==> src/logic/sms_regs.svh <==
`ifndef SMS_REGS_SVH
`define SMS_REGS_SVH
// current-select codes {msb,lsb}
`define SMS_LVL_FULL  2'h0
`define SMS_LVL_TWO3  2'h1
`define SMS_LVL_ONE3  2'h2
`define SMS_LVL_OFF   2'h3
// table lengths minus one
`define SMS_HALF_LAST 4'h7
`define SMS_QTR_LAST  4'hf
// reset values of the pins
`define SMS_RST_INDEX 4'h0
`define SMS_RST_POL   1'b0
// disable pin level that keeps a bridge driving, in reset and in use
`define SMS_BRIDGE_ON 1'b0
`endif

==> src/logic/sms_pkg.sv <==
package sms_pkg;
   // excitation mode
   typedef enum logic {SMS_HALF, SMS_QUARTER} sms_mode_e;
   // two-bit current-select code
   typedef logic [1:0] sms_level_t;
endpackage : sms_pkg

==> src/logic/sms_sequencer.sv <==
`timescale 1ns/1ps
`include "sms_regs.svh"
// Contract
// (RQ1) device blocks shoot-through on polarity change
// (RQ2) device applies polarity on/off delays
// (RQ3) device applies disable on/off delays
// (RQ4) shape current only by select codes
// (RQ5) hold both disable inputs low
// (RQ6) half-step uses eight-entry cycle
// (RQ7) half-step table values per entry
// (RQ8) quarter-step uses sixteen-entry cycle, B lags
// (RQ9) quarter-step winding A table values
// (RQ10) quarter-step winding B table values
// (RQ11) code 00 full, 01 2/3, 10 1/3, 11 off
// (RQ12) polarity high drives first output high
// (RQ13) outputs off when disabled or code 11
// (RQ14) one entry per step, wrap, reverse
module sms_sequencer (
   // clock and reset
   input  wire logic sys_clk_in,
   input  wire logic rst_n_in,
   // user commands, same clock domain
   input  wire logic step_in,
   input  wire logic reverse_in,
   input  wire logic quarter_mode_in,
   // driver pins
   output logic      bridge_a_polarity_out,
   output logic      bridge_a_level_msb_out,
   output logic      bridge_a_level_lsb_out,
   output logic      bridge_a_disable_n_out,
   output logic      bridge_b_polarity_out,
   output logic      bridge_b_level_msb_out,
   output logic      bridge_b_level_lsb_out,
   output logic      bridge_b_disable_n_out,
   // status
   output logic [3:0] step_index_out
);

   // reset synchroniser; rst_meta_q is read only by rst_sync_q
   // entry is immediate, release waits two edges so every flop leaves reset together
   logic rst_meta_q;
   logic rst_sync_q;
   always_ff @(posedge sys_clk_in or negedge rst_n_in) begin
      if (!rst_n_in) begin
         rst_meta_q <= 1'b0;
         rst_sync_q <= 1'b0;
      end else begin
         rst_meta_q <= 1'b1;
         rst_sync_q <= rst_meta_q;
      end
   end

   // quarter-step entry for winding A: {polarity, code}
   function automatic logic [2:0] qtr_entry(input logic [3:0] idx);
      logic [2:0] r;
      r = {1'b0, `SMS_LVL_OFF};
      case (idx)
         4'h0, 4'h1, 4'hf: r = {1'b0, `SMS_LVL_FULL};
         4'h2, 4'he:       r = {1'b0, `SMS_LVL_TWO3};
         4'h3, 4'hd:       r = {1'b0, `SMS_LVL_ONE3};
         4'h4, 4'hc:       r = {1'b0, `SMS_LVL_OFF};
         4'h5, 4'hb:       r = {1'b1, `SMS_LVL_ONE3};
         4'h6, 4'ha:       r = {1'b1, `SMS_LVL_TWO3};
         default:          r = {1'b1, `SMS_LVL_FULL};
      endcase
      return r;
   endfunction : qtr_entry

   // half-step entry for winding A; B is the same table shifted by two
   function automatic logic [2:0] half_entry(input logic [2:0] idx);
      logic [2:0] r;
      r = {1'b0, `SMS_LVL_OFF};
      case (idx)
         3'h0:       r = {1'b0, `SMS_LVL_FULL};
         3'h1, 3'h7: r = {1'b0, `SMS_LVL_TWO3};
         3'h2, 3'h6: r = {1'b0, `SMS_LVL_OFF};
         3'h3, 3'h5: r = {1'b1, `SMS_LVL_TWO3};
         default:    r = {1'b1, `SMS_LVL_FULL};
      endcase
      return r;
   endfunction : half_entry

   // entry index and mode
   logic [3:0]             idx_q;
   logic [3:0]             idx_d;
   sms_pkg::sms_mode_e     mode_q;
   wire  logic [3:0]       last_w = (mode_q == sms_pkg::SMS_QUARTER) ? `SMS_QTR_LAST
                                                                    : `SMS_HALF_LAST;

   // next index: wrap both ways, backwards for reverse
   assign idx_d = !step_in          ? idx_q :                       // RQ14
                  reverse_in        ? ((idx_q == 4'h0) ? last_w : idx_q - 4'h1) :
                  (idx_q == last_w) ? 4'h0 : idx_q + 4'h1;

   // b lags a: quarter by four entries, half-step by two (polarity flipped
   // is folded into the shifted table since both windings share one shape)
   wire logic [3:0] qb_idx_w = idx_q - 4'h4;                          // RQ8
   wire logic [2:0] hb_idx_w = idx_q[2:0] - 3'h2;
   wire logic [2:0] qa_w     = qtr_entry(idx_q);                      // RQ9
   wire logic [2:0] qb_w     = qtr_entry(qb_idx_w);                   // RQ10
   wire logic [2:0] ha_w     = half_entry(idx_q[2:0]);                // RQ7
   wire logic [2:0] hb_w     = half_entry(hb_idx_w);                  // RQ7
   wire logic [2:0] a_w      = (mode_q == sms_pkg::SMS_QUARTER) ? qa_w : ha_w;
   wire logic [2:0] b_w      = (mode_q == sms_pkg::SMS_QUARTER) ? qb_w : hb_w;

   // mode is taken only at entry 0, on arrival or while idle there, so a cycle is never mixed
   wire logic mode_take_w = (idx_d == 4'h0) || (idx_q == 4'h0 && !step_in);
   wire logic [3:0] idx_fix_w = (quarter_mode_in ? idx_d : {1'b0, idx_d[2:0]});

   // index and mode registers; idx_fix_w equals idx_d whenever it is chosen,
   // it stays as a guard so a stale top bit can never enter half-step mode
   always_ff @(posedge sys_clk_in or negedge rst_sync_q) begin
      if (!rst_sync_q) begin
         idx_q  <= `SMS_RST_INDEX;
         mode_q <= sms_pkg::SMS_HALF;
      end else begin
         idx_q  <= mode_take_w ? idx_fix_w : idx_d;                   // RQ6
         if (mode_take_w) begin
            mode_q <= quarter_mode_in ? sms_pkg::SMS_QUARTER : sms_pkg::SMS_HALF;
         end
      end
   end

   // pin registers; the reference voltage is untouched, only codes shape current
   // no step spacing is enforced here: the user must leave at least the driver's
   // longest switching delay between steps or the winding never settles
   always_ff @(posedge sys_clk_in or negedge rst_sync_q) begin
      if (!rst_sync_q) begin
         bridge_a_polarity_out  <= `SMS_RST_POL;
         {bridge_a_level_msb_out, bridge_a_level_lsb_out} <= `SMS_LVL_OFF;
         bridge_b_polarity_out  <= `SMS_RST_POL;
         {bridge_b_level_msb_out, bridge_b_level_lsb_out} <= `SMS_LVL_OFF;
         bridge_a_disable_n_out <= `SMS_BRIDGE_ON;
         bridge_b_disable_n_out <= `SMS_BRIDGE_ON;
         step_index_out         <= `SMS_RST_INDEX;
      end else begin
         bridge_a_polarity_out  <= a_w[2];                            // RQ12
         {bridge_a_level_msb_out, bridge_a_level_lsb_out} <= a_w[1:0]; // RQ4
         bridge_b_polarity_out  <= b_w[2];
         {bridge_b_level_msb_out, bridge_b_level_lsb_out} <= b_w[1:0]; // RQ11
         bridge_a_disable_n_out <= `SMS_BRIDGE_ON;                    // RQ5
         bridge_b_disable_n_out <= `SMS_BRIDGE_ON;                    // RQ5
         step_index_out         <= idx_q;
      end
   end

   // pin codes regrouped so the checks below read like the tables
   wire logic [1:0] pin_lvl_a_w = {bridge_a_level_msb_out, bridge_a_level_lsb_out};
   wire logic [1:0] pin_lvl_b_w = {bridge_b_level_msb_out, bridge_b_level_lsb_out};

   // assertions; each one is qualified by the synchronised reset, and the ones
   // that look at the pins one edge later, only pin_track_a, half_even_a and half_odd_a also carry it
   // in the antecedent so the release edge never compares against reset values
   en_low_a: assert property (@(posedge sys_clk_in) disable iff (!rst_sync_q) // RQ5
      !bridge_a_disable_n_out && !bridge_b_disable_n_out)
      else $error("disable pin driven high");
   half_wrap_a: assert property (@(posedge sys_clk_in) disable iff (!rst_sync_q) // RQ6
      mode_q == sms_pkg::SMS_HALF |-> idx_q <= `SMS_HALF_LAST)
      else $error("half-step index out of range");
   fwd_step_a: assert property (@(posedge sys_clk_in) disable iff (!rst_sync_q) // RQ14
      step_in && !reverse_in && idx_q != last_w |=> idx_q == $past(idx_q) + 4'h1)
      else $error("forward step wrong");
   rev_step_a: assert property (@(posedge sys_clk_in) disable iff (!rst_sync_q) // RQ14
      step_in && reverse_in && idx_q != 4'h0 |=> idx_q == $past(idx_q) - 4'h1)
      else $error("reverse step wrong");
   hold_idx_a: assert property (@(posedge sys_clk_in) disable iff (!rst_sync_q) // RQ14
      !step_in && idx_q != 4'h0 |=> $stable(idx_q))
      else $error("index moved without step");
   pin_track_a: assert property (@(posedge sys_clk_in) disable iff (!rst_sync_q) // RQ4
      rst_sync_q |=> {bridge_a_polarity_out, bridge_a_level_msb_out, bridge_a_level_lsb_out}
               == $past(a_w))
      else $error("winding a pins lag table");
   qtr_full_a: assert property (@(posedge sys_clk_in) disable iff (!rst_sync_q) // RQ9
      mode_q == sms_pkg::SMS_QUARTER && idx_q == 4'h8 |=>
      bridge_a_polarity_out && {bridge_a_level_msb_out, bridge_a_level_lsb_out} == 2'h0)
      else $error("quarter entry 8 wrong");
   qtr_b_off_a: assert property (@(posedge sys_clk_in) disable iff (!rst_sync_q) // RQ10
      mode_q == sms_pkg::SMS_QUARTER && idx_q == 4'h8 |=>
      {bridge_b_level_msb_out, bridge_b_level_lsb_out} == 2'h3)
      else $error("quarter b off entry wrong");
   half_b_a: assert property (@(posedge sys_clk_in) disable iff (!rst_sync_q) // RQ7
      mode_q == sms_pkg::SMS_HALF && idx_q == 4'h2 |=>
      !bridge_b_polarity_out && {bridge_b_level_msb_out, bridge_b_level_lsb_out} == 2'h0)
      else $error("half entry 2 b wrong");

   // the table shape itself, checked apart from the lookup functions
   half_even_a: assert property (@(posedge sys_clk_in) disable iff (!rst_sync_q) // RQ6
      rst_sync_q && mode_q == sms_pkg::SMS_HALF && !idx_q[0] |=>
      (pin_lvl_a_w == `SMS_LVL_FULL && pin_lvl_b_w == `SMS_LVL_OFF) ||
      (pin_lvl_a_w == `SMS_LVL_OFF && pin_lvl_b_w == `SMS_LVL_FULL))
      else $error("half-step even entry wrong");
   half_odd_a: assert property (@(posedge sys_clk_in) disable iff (!rst_sync_q) // RQ6
      rst_sync_q && mode_q == sms_pkg::SMS_HALF && idx_q[0] |=>
      pin_lvl_a_w == `SMS_LVL_TWO3 && pin_lvl_b_w == `SMS_LVL_TWO3)
      else $error("half-step odd entry wrong");
   // entry four shows the lag: a has just gone off while b is at full
   qtr_lag_a: assert property (@(posedge sys_clk_in) disable iff (!rst_sync_q) // RQ8
      mode_q == sms_pkg::SMS_QUARTER && idx_q == 4'h4 |=>
      pin_lvl_a_w == `SMS_LVL_OFF && !bridge_b_polarity_out && pin_lvl_b_w == `SMS_LVL_FULL)
      else $error("quarter b lag wrong");
   // a mode swap mid-cycle would splice two tables together
   mode_wrap_a: assert property (@(posedge sys_clk_in) disable iff (!rst_sync_q) // RQ6
      $changed(mode_q) |-> idx_q == 4'h0)
      else $error("mode changed away from index 0");
   fwd_wrap_a: assert property (@(posedge sys_clk_in) disable iff (!rst_sync_q) // RQ14
      step_in && !reverse_in && idx_q == last_w |=> idx_q == 4'h0)
      else $error("forward wrap wrong");
   rev_wrap_a: assert property (@(posedge sys_clk_in) disable iff (!rst_sync_q) // RQ14
      step_in && reverse_in && idx_q == 4'h0 |=> idx_q == $past(last_w))
      else $error("reverse wrap wrong");

   // covers
   fwd_wrap_c: cover property (@(posedge sys_clk_in) disable iff (!rst_sync_q)
      step_in && !reverse_in && idx_q == last_w);
   rev_wrap_c: cover property (@(posedge sys_clk_in) disable iff (!rst_sync_q)
      step_in && reverse_in && idx_q == 4'h0);
   qtr_run_c: cover property (@(posedge sys_clk_in) disable iff (!rst_sync_q)
      mode_q == sms_pkg::SMS_QUARTER && idx_q == 4'hf);
   // a mode swap and a half-step wrap, so both tables are seen end to end
   mode_swap_c: cover property (@(posedge sys_clk_in) disable iff (!rst_sync_q)
      $changed(mode_q));
   half_wrap_c: cover property (@(posedge sys_clk_in) disable iff (!rst_sync_q)
      step_in && mode_q == sms_pkg::SMS_HALF && idx_q == `SMS_HALF_LAST);

endmodule : sms_sequencer

==> config.mk <==
export PLATFORM = sky130hd
export DESIGN_NAME = sms_sequencer
export DESIGN_NICKNAME = d
export VERILOG_FILES = /design/src/logic/sms_pkg.sv /design/src/logic/sms_sequencer.sv
export VERILOG_INCLUDE_DIRS = /design/src /design/src/logic
export SDC_FILE = /design/constraint.sdc
export NUM_CORES = 1
export LEC_CHECK = 0
export BUFFER_PORTS_ARGS = -buffer_cell sky130_fd_sc_hd__clkbuf_2
export CORE_UTILIZATION = 59
export DETAILED_ROUTE_END_ITERATION = 10
export MAX_ROUTING_LAYER = met4
export PLACE_DENSITY = 0.81
export SETUP_SLACK_MARGIN = 0.1
export SYNTH_ARGS = -nofsm -noshare
export SYNTH_HDL_FRONTEND = slang
export SYNTH_SLANG_ARGS = --single-unit
==> constraint.sdc <==
create_clock -name sys_clk_in -period 1.6 [get_ports sys_clk_in]
set_input_delay 0 -clock sys_clk_in [delete_from_list [all_inputs] [get_ports sys_clk_in]]
set_output_delay 0 -clock sys_clk_in [all_outputs]
set_load 0.005 [all_outputs]
==> results.sh, run 1 <==
export IMPL_cts_max_level=1
export IMPL_initial_core_util=0.667
export IMPL_row_count=14
export IMPL_status="stopped before the end"
export IMPL_avgSynthCellArea_um2=10.1
export IMPL_yosysWarnings=0
export IMPL_ys_flop_type="dfrtp_1"
export IMPL_synth_seq_cells=17
export IMPL_synth_edff_count=0
export IMPL_finalWeightedCongestion=0.857
export IMPL_syn_cell_area_um2=1060
export IMPL_clockBufferDepth=2
export IMPL_root_buffer="clkbuf_4"
export IMPL_ys_types=42
export IMPL_grt_max_degree=16
export IMPL_port_buffers=14
export IMPL_die_height_um=44.5
export IMPL_error_line="[ERROR DPL-0033] detailed placement checks failed during check placement."
export IMPL_antenna_found_initial=0
export IMPL_worstEndpointGrtRepair="mode_q$_DFFE_PN0P_/D"
export IMPL_hpwl_mm=1.98
export IMPL_stop_stage="global routing"
export IMPL_dp_cells=160
export IMPL_cts_buffers=3
export IMPL_placed_area_um2=1350
export IMPL_chipWidth_um=44.5
export IMPL_async_reset_ff_frac=1.00
export IMPL_ys_seq_area_frac=0.405
export IMPL_syn_inst=105
export IMPL_endpoint_type="register input"
export IMPL_num_io_pins=17
export IMPL_numClockSinks=17
==> cells by family after synthesis <==
family	count (synthesis)	share of synthesized area
xor gates and xnor gates	2	0.0165
DFF	17	0.405
and+or+nand+nor	24	0.112
buffers and inverters	16	0.0800
AOI/OAI and AO/OA	28	0.196
adders and majority gates	12	0.141
muxes	4	0.0423
other	2	0.00706
==> cells in the mapped netlist, types with 3 or more instances <==
| library cell | count | area (um2) |
|---|---|---|
| dfrtp_1 | 13 | 325 |
| nor2_1 | 9 | 33.8 |
| buf_4 | 4 | 30.0 |
| inv_1 | 5 | 18.8 |
| a21oi_1 | 9 | 45.0 |
| dfstp_2 | 4 | 105 |
| ha_1 | 12 | 150 |
| mux2i_1 | 3 | 30.0 |
| nor3_1 | 5 | 25.0 |
| inv_2 | 3 | 11.3 |
==> per-stage QoR <==
step / worst slack (ps) / TNS [ps]
2_1_floorplan: -225 / -225
3_3_place_gp: -292 / -292
3_5_place_dp: -363 / -475
4_1_cts: -296 / -308
==> repair_timing <==
| item | in CTS |
|---|---|
| setup endpoints to repair | 6 |
| hold buffers | 3 |
| hold endpoints to repair | 4 |
| gates cloned | 0 |
| resized for setup | 18 |
| pin swaps | 10 |
| setup buffers | 7 |
==> inputs of run 2 (changes only) <==
Settings changed: CORE_AREA set to 2 2 63 65, CORE_UTILIZATION 59 to unset, DIE_AREA set to 0 0 65 67, MAX_ROUTING_LAYER met4 to unset, PLACE_DENSITY 0.81 to unset, PLACE_DENSITY_LB_ADDON set to 0.15, SETUP_SLACK_MARGIN 0.1 to unset.
==> results.sh, run 2 <==
export IMPL_holdWs_ps=8.24
export IMPL_path_max_fanout=7
export IMPL_synth_seq_cells=17
export IMPL_tritoncts="done"
export IMPL_status="complete, but fails checks"
export IMPL_power_density_nw_per_um2=2100
export IMPL_cts_buffers=3
export IMPL_antenna_found_initial=0
export IMPL_critPathBufInv=2
export IMPL_vias_per_cell=4.52
export IMPL_ys_flop_type="dfrtp_1"
export IMPL_p_total_mw=3.29
export IMPL_utilization=0.435
export IMPL_final_cell_mix="27 x buf_4, 14 x clkbuf_2, 10 x dfrtp_1"
export IMPL_min_period_over_period=1.14
export IMPL_ir_worst_vdd_mv=0.563
export IMPL_r2r_end="mode_q"
export IMPL_min_from="quarter_mode_in"
export IMPL_finClkSkew_ps=6.80
export IMPL_max_freq_mhz=548
export IMPL_r2r_start="idx_q[1]"
export IMPL_arrival_ps=1960
export IMPL_worstSetupStartpoint="idx_q[1]"
export IMPL_dr_pass1_iters=3
export IMPL_ys_top_cells_by_area="dfrtp_1 31%, ha_1 14%, dfstp_2 9.9%"
export IMPL_worstHoldPathCells=3
export IMPL_numClockSinks=17
export IMPL_cts_max_level=1
export IMPL_initial_core_util=0.295
export IMPL_slew_viol_final=0
export IMPL_overflow=0
export IMPL_antenna_cells=0
export IMPL_ys_top_cells_by_count="13 x dfrtp_1, 12 x ha_1, 9 x a21oi_1, 9 x nor2_1"
export IMPL_cp_top_family="flip-flops"
export IMPL_final_setup_tns_ps=-247
export IMPL_period_needed_ps=1820
export IMPL_fin_cells=193
export IMPL_crit_path_max_incr_delay_ps=440
export IMPL_setup_viol=2
export IMPL_drive_above_1_share=0.566
export IMPL_worstHoldEndpoint="idx_q[3]"
export IMPL_num_io_pins=17
export IMPL_port_buffers=14
export IMPL_route_detailed_drc=0
export IMPL_grt_pass1_wl_mm=3.98
export IMPL_final_common_cell="buf_4"
export IMPL_avgSynthCellArea_um2=10.1
export IMPL_rsz0062_at_grt="true"
export IMPL_final_area_um2=1570
export IMPL_worstRegToRegCells=8
export IMPL_relSlewSlack=0.613
export IMPL_die_height_um=67
export IMPL_ys_types=42
export IMPL_dr_first_iter_drc_count=44
export IMPL_hpwl_mm=1.84
export IMPL_routedWlPerCell_um=12.4
export IMPL_end_kind="register"
export IMPL_dp_cells=183
export IMPL_reg_largest_list="idx_q x4, step_index_out x4"
export IMPL_dp_slack_ps=-316
export IMPL_syn_inst=105
export IMPL_wl_mm=2.39
export IMPL_coreArea_um2=3610
export IMPL_ys_seq_area_frac=0.405
export IMPL_fillers=363
export IMPL_clockBufferDepth=2
export IMPL_crit_type="register to register"
export IMPL_synth_top_area_share=0.306
export IMPL_die_area_um2=4360
export IMPL_yosysWarnings=0
export IMPL_reg2reg_slack_ps=-220
export IMPL_cp_slowest_cell="dfrtp_2"
export IMPL_clk_transition_reported_paths_ps=60
export IMPL_placed_area_um2=1370
export IMPL_yosys_area_top_type="dfrtp_1"
export IMPL_hp_class="input pin to register"
export IMPL_num_vias=872
export IMPL_track_usage=0.123
export IMPL_synth_edff_count=0
export IMPL_worst_pin_slew_ps=580
export IMPL_chipWidth_um=65
export IMPL_row_count=22
export IMPL_synth_most_common_cell="dfrtp_1"
export IMPL_nets=163
export IMPL_cp_cell_sequence="inv_4 > ha_4 > inv_4 > ha_4 > nand4b_1 > o221ai_2 > a41oi_2 > mux2_4"
export IMPL_hold_violations=0
export IMPL_violations="negative setup slack"
export IMPL_syn_cell_area_um2=1060
export IMPL_clk_latency_ps=250
export IMPL_async_reset_ff_frac=1.00
export IMPL_critical_path_required_ps=1740
export IMPL_ant_nets=0
export IMPL_grt_max_degree=16
export IMPL_root_buffer="clkbuf_8"
export IMPL_drv_cap=0
export IMPL_grt_pass1_vias=859
export IMPL_finalWeightedCongestion=0.739
export IMPL_syn_to_final_growth_pct=47.4
export IMPL_fin_ws_ps=-224
export IMPL_leakage_nw=0.694
export IMPL_cp_start_kind="register"
-- run 2: cell counts after synthesis --
Identical to the previous run, type by type.
-- run 2: tightest hold or removal path, stage by stage --
cell and delay, ps:
clkbuf_2 90, nor3_1 50, nor2_1 80
-- run 2: worst max path at each step --
stage               cells after the start      to
detailed placement                      7  mode_q
global placement                        7  mode_q
finish                                  8  mode_q
CTS                                     8  mode_q
floorplan                               8  mode_q
global route                            7  mode_q
-- run 2: repair_timing --
action                                 4_1_cts  5_1_grt
setup endpoints to repair                    1        6
pin swaps                                    4        9
endpoints found under the hold margin        2        0
gates resized for setup                      8       16
setup buffers                                3        4
hold buffers                                 1        0
-- run 2: layer usage --
layer  track usage  vias to the layer above  share of wire
met1         0.146                      411           0.47
met2         0.214                       13           0.50
met3        0.0220                        2          0.024
met5             0                        -              0
met4        0.0559                        0          0.014
li1              -                      446              -
-- run 2: final cells by class --
type / instances / area, um2 / area share
clock buffers: 4 / 45.0 / 0.0287
inverters: 8 / 45.0 / 0.0287
multi-input cells: 73 / 689 / 0.440
flip-flops and latches: 17 / 434 / 0.277
well taps: 48 / 60.1 / 0.0383
repair buffers: 43 / 294 / 0.188
-- run 2: where the power goes --
group          internal, mW  leakage, nW  switching [mW]  total, mW
logic                  1.15        0.479            1.04       2.20
registers             0.663        0.192           0.127      0.790
clock network         0.176       0.0228           0.131      0.307
-- run 2: logic make-up (layout without fill, tap and decap cells) --
kind of cell | after synthesis | in the layout | share of synthesized area
multiplexers | 4 | 4 | 0.0423
XOR/XNOR | 2 | 2 | 0.0165
AO/OA/AOI/OAI | 28 | 28 | 0.196
AND/OR/NAND/NOR | 24 | 24 | 0.112
other | 2 | 3 | 0.00706
buffers and inverters | 16 | 55 | 0.0800
flip-flops | 17 | 17 | 0.405
adder cells (fa/ha/maj) | 12 | 12 | 0.141
(Power assumes the default switching activity.)
==> inputs of run 3 (changes only) <==
Settings changed: TNS_END_PERCENT set to 50.
==> results.sh, run 3 (synthesized netlist as in run 2, its figures left out) <==
export IMPL_clk_latency_ps=250
export IMPL_cp_start_kind="register"
export IMPL_setup_viol=2
export IMPL_port_buffers=14
export IMPL_grt_pass1_wl_mm=3.98
export IMPL_numClockSinks=17
export IMPL_crit_type="register to register"
export IMPL_ir_worst_vdd_mv=0.563
export IMPL_rsz0062_at_grt="true"
export IMPL_overflow=0
export IMPL_ant_nets=0
export IMPL_num_io_pins=17
export IMPL_tritoncts="done"
export IMPL_relSlewSlack=0.613
export IMPL_combPwrFrac=0.667
export IMPL_cts_buffers=3
export IMPL_vias_per_cell=4.52
export IMPL_min_period_over_period=1.14
export IMPL_drive_above_1_share=0.566
export IMPL_arrival_ps=1960
export IMPL_track_usage=0.123
export IMPL_wl_mm=2.39
export IMPL_reg_largest_list="idx_q x4, step_index_out x4"
export IMPL_violations="negative setup slack"
export IMPL_hold_violations=0
export IMPL_reg2reg_slack_ps=-220
export IMPL_row_count=22
export IMPL_grt_pass1_vias=859
export IMPL_leakage_nw=0.694
export IMPL_crit_path_max_incr_delay_ps=440
export IMPL_fillers=363
export IMPL_cp_top_family="flip-flops"
export IMPL_die_area_um2=4360
export IMPL_power_switching_mw=1.30
export IMPL_power_density_nw_per_um2=2100
export IMPL_drv_cap=0
export IMPL_final_common_cell="buf_4"
export IMPL_antenna_cells=0
export IMPL_cp_slowest_cell="dfrtp_2"
export IMPL_finClkSkew_ps=6.80
export IMPL_status="complete, but fails checks"
export IMPL_coreArea_um2=3610
export IMPL_swShare=0.394
export IMPL_route_detailed_drc=0
export IMPL_seqPwrFrac=0.240
export IMPL_root_buffer="clkbuf_8"
export IMPL_register_area_um2=434
export IMPL_syn_to_final_growth_pct=47.4
export IMPL_clockPowerShare=0.093
export IMPL_num_vias=872
export IMPL_chipWidth_um=65
export IMPL_clockBufferDepth=2
export IMPL_die_height_um=67
export IMPL_dr_pass1_iters=3
export IMPL_grt_max_degree=16
export IMPL_nets=163
export IMPL_final_setup_tns_ps=-247
export IMPL_critical_path_required_ps=1740
export IMPL_critPathBufInv=2
export IMPL_hp_class="input pin to register"
export IMPL_clk_transition_reported_paths_ps=60
export IMPL_finalWeightedCongestion=0.739
export IMPL_placed_area_um2=1370
export IMPL_slew_viol_final=0
export IMPL_final_area_um2=1570
export IMPL_path_max_fanout=7
export IMPL_fin_ws_ps=-224
export IMPL_p_int_mw=1.99
export IMPL_utilization=0.435
export IMPL_dr_first_iter_drc_count=33
export IMPL_cts_max_level=1
export IMPL_period_needed_ps=1820
export IMPL_final_cell_mix="27 x buf_4, 14 x clkbuf_2, 10 x dfrtp_1"
export IMPL_antenna_found_initial=0
export IMPL_routedWlPerCell_um=12.4
export IMPL_worst_pin_slew_ps=580
export IMPL_cp_cell_sequence="inv_4 > ha_4 > inv_4 > ha_4 > nand4b_1 > o221ai_2 > a41oi_2 > mux2_4"
export IMPL_hpwl_mm=1.84
export IMPL_multiInputGateArea_um2=689
export IMPL_max_freq_mhz=548
export IMPL_initial_core_util=0.295
export IMPL_end_kind="register"
-- run 3: cell counts in the layout (fill, tap and decap cells not counted) --
Identical to the previous run, type by type.
-- run 3: final timing paths --
| kind | start | endpoint | depth (start not counted) |
|---|---|---|---|
| worst max-delay path | idx_q[1] | mode_q | 8 |
| worst min register to register | rst_sync_q | step_index_out[2] | 0 |
| min in group asynchronous | rst_n_in | rst_meta_q | 2 |
| worst min-delay path | quarter_mode_in | idx_q[3] | 3 |
| worst max register to register | idx_q[1] | mode_q | 8 |
| max in group asynchronous | rst_sync_q | idx_q[0] | 0 |
-- run 3: final cells by class --
class / count / share of cell area
flip-flops and latches: 17 / 0.277
well taps: 48 / 0.0383
multi-input cells: 73 / 0.440
repair buffers: 43 / 0.188
clock buffers: 4 / 0.0287
inverters: 8 / 0.0287
-- run 3: routing by layer --
layer	wire length (um)	global-route usage	vias to the layer above
li1	-	-	446
met1	1110	0.146	411
met2	1180	0.214	13
met3	58	0.0220	2
met4	34	0.0559	0
met5	0	0	-
-- run 3: worst reg2reg max path: stages (launching register included) --
cell and delay, ps:
dfrtp_2 440, inv_4 100, ha_4 180, inv_4 50, ha_4 250, nand4b_1 110
o221ai_2 110, a41oi_2 160, mux2_4 310
-- run 3: power by group through the flow --
stage	Sequential, mW	Clock [mW]	Combinational, mW
6_report	0.790	0.307	2.20
5_1_grt	0.816	0.344	2.43
4_1_cts	0.792	0.319	2.03
3_5_place_dp	0.804	0	1.88
3_3_place_gp	0.798	0	1.90
2_1_floorplan	0.799	0	1.17
-- run 3: what timing repair did --
item	4_1_cts	5_1_grt
resized for setup	8	16
hold endpoints to repair	2	0
buffers inserted	3	4
hold buffers	1	0
cloned	0	0
endpoints found under the setup margin	1	6
pin swaps	4	9
-- run 3: per-stage QoR --
stage	hold slack [ps]	std cells	setup slack [ps]	power, mW
6_report	8.24	193	-224	3.29
5_1_grt	3.28	193	-303	3.59
4_1_cts	3.82	191	-269	3.14
3_5_place_dp	-206	183	-316	2.68
3_3_place_gp	-215	183	-315	2.70
2_1_floorplan	-296	106	-225	1.97
==> inputs of run 4 (changes only) <==
Settings changed: CTS_CLUSTER_DIAMETER set to 40, REMOVE_ABC_BUFFERS set to 1.
==> results.sh, run 4 (synthesized netlist as in run 2, its figures left out) <==
export IMPL_status="complete, but fails checks"
export IMPL_violations="negative setup slack"
export IMPL_relSlewSlack=0.578
export IMPL_fillers=343
export IMPL_period_needed_ps=1810
export IMPL_cp_top_family="compound AO/OA/AOI/OAI gates"
export IMPL_crit_path_max_incr_delay_ps=410
export IMPL_grt_pass1_wl_mm=4.31
export IMPL_tritoncts="done"
export IMPL_final_common_cell="buf_4"
export IMPL_finClkSkew_ps=3.41
export IMPL_register_area_um2=430
export IMPL_cp_start_kind="register"
export IMPL_die_area_um2=4360
export IMPL_dr_first_iter_drc_count=17
export IMPL_routedWlPerCell_um=13.0
export IMPL_cp_cell_sequence="inv_2 > ha_2 > nand2_1 > o211a_1 > a32oi_2 > a41oi_2 > mux2_4"
export IMPL_grt_pass1_vias=937
export IMPL_initial_core_util=0.295
export IMPL_leakage_nw=0.713
export IMPL_path_max_fanout=4
export IMPL_cts_max_level=1
export IMPL_critPathBufInv=1
export IMPL_cp_slowest_cell="dfrtp_1"
export IMPL_coreArea_um2=3610
export IMPL_max_freq_mhz=552
export IMPL_final_area_um2=1550
export IMPL_drv_cap=0
export IMPL_port_buffers=14
export IMPL_ant_nets=0
export IMPL_setup_viol=1
export IMPL_hp_class="input pin to async pin"
export IMPL_row_count=22
export IMPL_track_usage=0.131
export IMPL_die_height_um=67
export IMPL_antenna_cells=0
export IMPL_route_detailed_drc=0
export IMPL_slew_viol_final=0
export IMPL_placed_area_um2=1320
export IMPL_critical_path_required_ps=1750
export IMPL_dr_pass1_iters=4
export IMPL_final_setup_tns_ps=-213
export IMPL_clk_latency_ps=250
export IMPL_rsz0062_at_grt="true"
export IMPL_drive_above_1_share=0.530
export IMPL_worst_pin_slew_ps=633
export IMPL_end_kind="register"
export IMPL_final_cell_mix="28 x buf_4, 14 x clkbuf_2, 13 x dfrtp_1"
export IMPL_hold_violations=0
export IMPL_root_buffer="clkbuf_8"
export IMPL_holdWs_ps=53.3
export IMPL_hpwl_mm=1.76
export IMPL_ir_worst_vdd_mv=0.634
export IMPL_arrival_ps=1960
export IMPL_num_io_pins=17
export IMPL_reg_largest_list="idx_q x4, step_index_out x4"
export IMPL_num_vias=902
export IMPL_wl_mm=2.57
export IMPL_crit_type="register to register"
export IMPL_vias_per_cell=4.58
export IMPL_power_density_nw_per_um2=2120
export IMPL_clk_transition_reported_paths_ps=70
export IMPL_syn_to_final_growth_pct=45.5
export IMPL_multiInputGateArea_um2=647
export IMPL_clockBufferDepth=2
export IMPL_cts_buffers=3
export IMPL_finalWeightedCongestion=0.749
export IMPL_antenna_found_initial=0
export IMPL_fin_ws_ps=-213
export IMPL_nets=167
export IMPL_grt_max_degree=16
export IMPL_chipWidth_um=65
export IMPL_dp_slack_ps=-440
export IMPL_fin_cells=197
export IMPL_dp_cells=184
export IMPL_overflow=0
export IMPL_numClockSinks=17
export IMPL_min_period_over_period=1.13
==> run 4: changes by cell type in the layout (fill, tap and decap cells not counted), moves of 2 or more <==
cell / before / now
inv_4: 3 / 0
inv_2: 2 / 5
ha_4: 6 / 3
ha_1: 3 / 5
dfrtp_1: 10 / 13
dfrtp_2: 3 / 0
buf_6: 1 / 3
nor3_1: 2 / 4
==> run 4: power breakdown <==
group          total, mW  internal [mW]  switching, mW  leakage [nW]
clock network      0.331          0.173          0.158        0.0255
registers          0.750          0.655         0.0949         0.195
logic               2.19           1.15           1.05         0.492
total               3.27           1.97           1.30         0.713
==> run 4: through the flow <==
step                power [mW]  utilization
CTS                       3.18        0.420
detailed placement        2.52        0.367
global placement          2.52        0.367
global route              3.54        0.429
finish                    3.27        0.429
floorplan                 1.72            -
==> run 4: cell type report <==
class,count,area share
Tap cell,48,0.0388
Multi-Input combinational cell,73,0.418
Timing Repair Buffer,47,0.216
Inverter,8,0.0194
Sequential cell,17,0.278
Clock inverter,1,0.00323
Clock buffer,3,0.0267
==> run 4: final timing paths <==
path | from | to | slack, ps | cells after the start
min reg2reg | rst_sync_q | step_index_out[1] | 260 | 0
max in group asynchronous | rst_sync_q | bridge_a_polarity_out | 930 | 0
min in group sys_clk_in | reverse_in | idx_q[2] | 170 | 3
min | rst_n_in | rst_meta_q | 50 | 2
max | idx_q[2] | mode_q | -210 | 7
max reg2reg | idx_q[2] | mode_q | -210 | 7
==> run 4: timing repair <==
item | CTS | global route
endpoints found under the setup margin | 5 | 3
hold endpoints to repair | 3 | 0
buffers inserted | 6 | 1
gates resized for setup | 18 | 6
pin swaps | 7 | 0
hold buffers | 2 | 0
==> run 4: routing by layer <==
layer  part of all wire  vias to the layer above  GRT usage
li1                   -                      453          -
met1               0.44                      430      0.149
met2               0.52                       15      0.241
met3              0.017                        4     0.0118
met4              0.019                        0     0.0718
met5                  0                        -          0
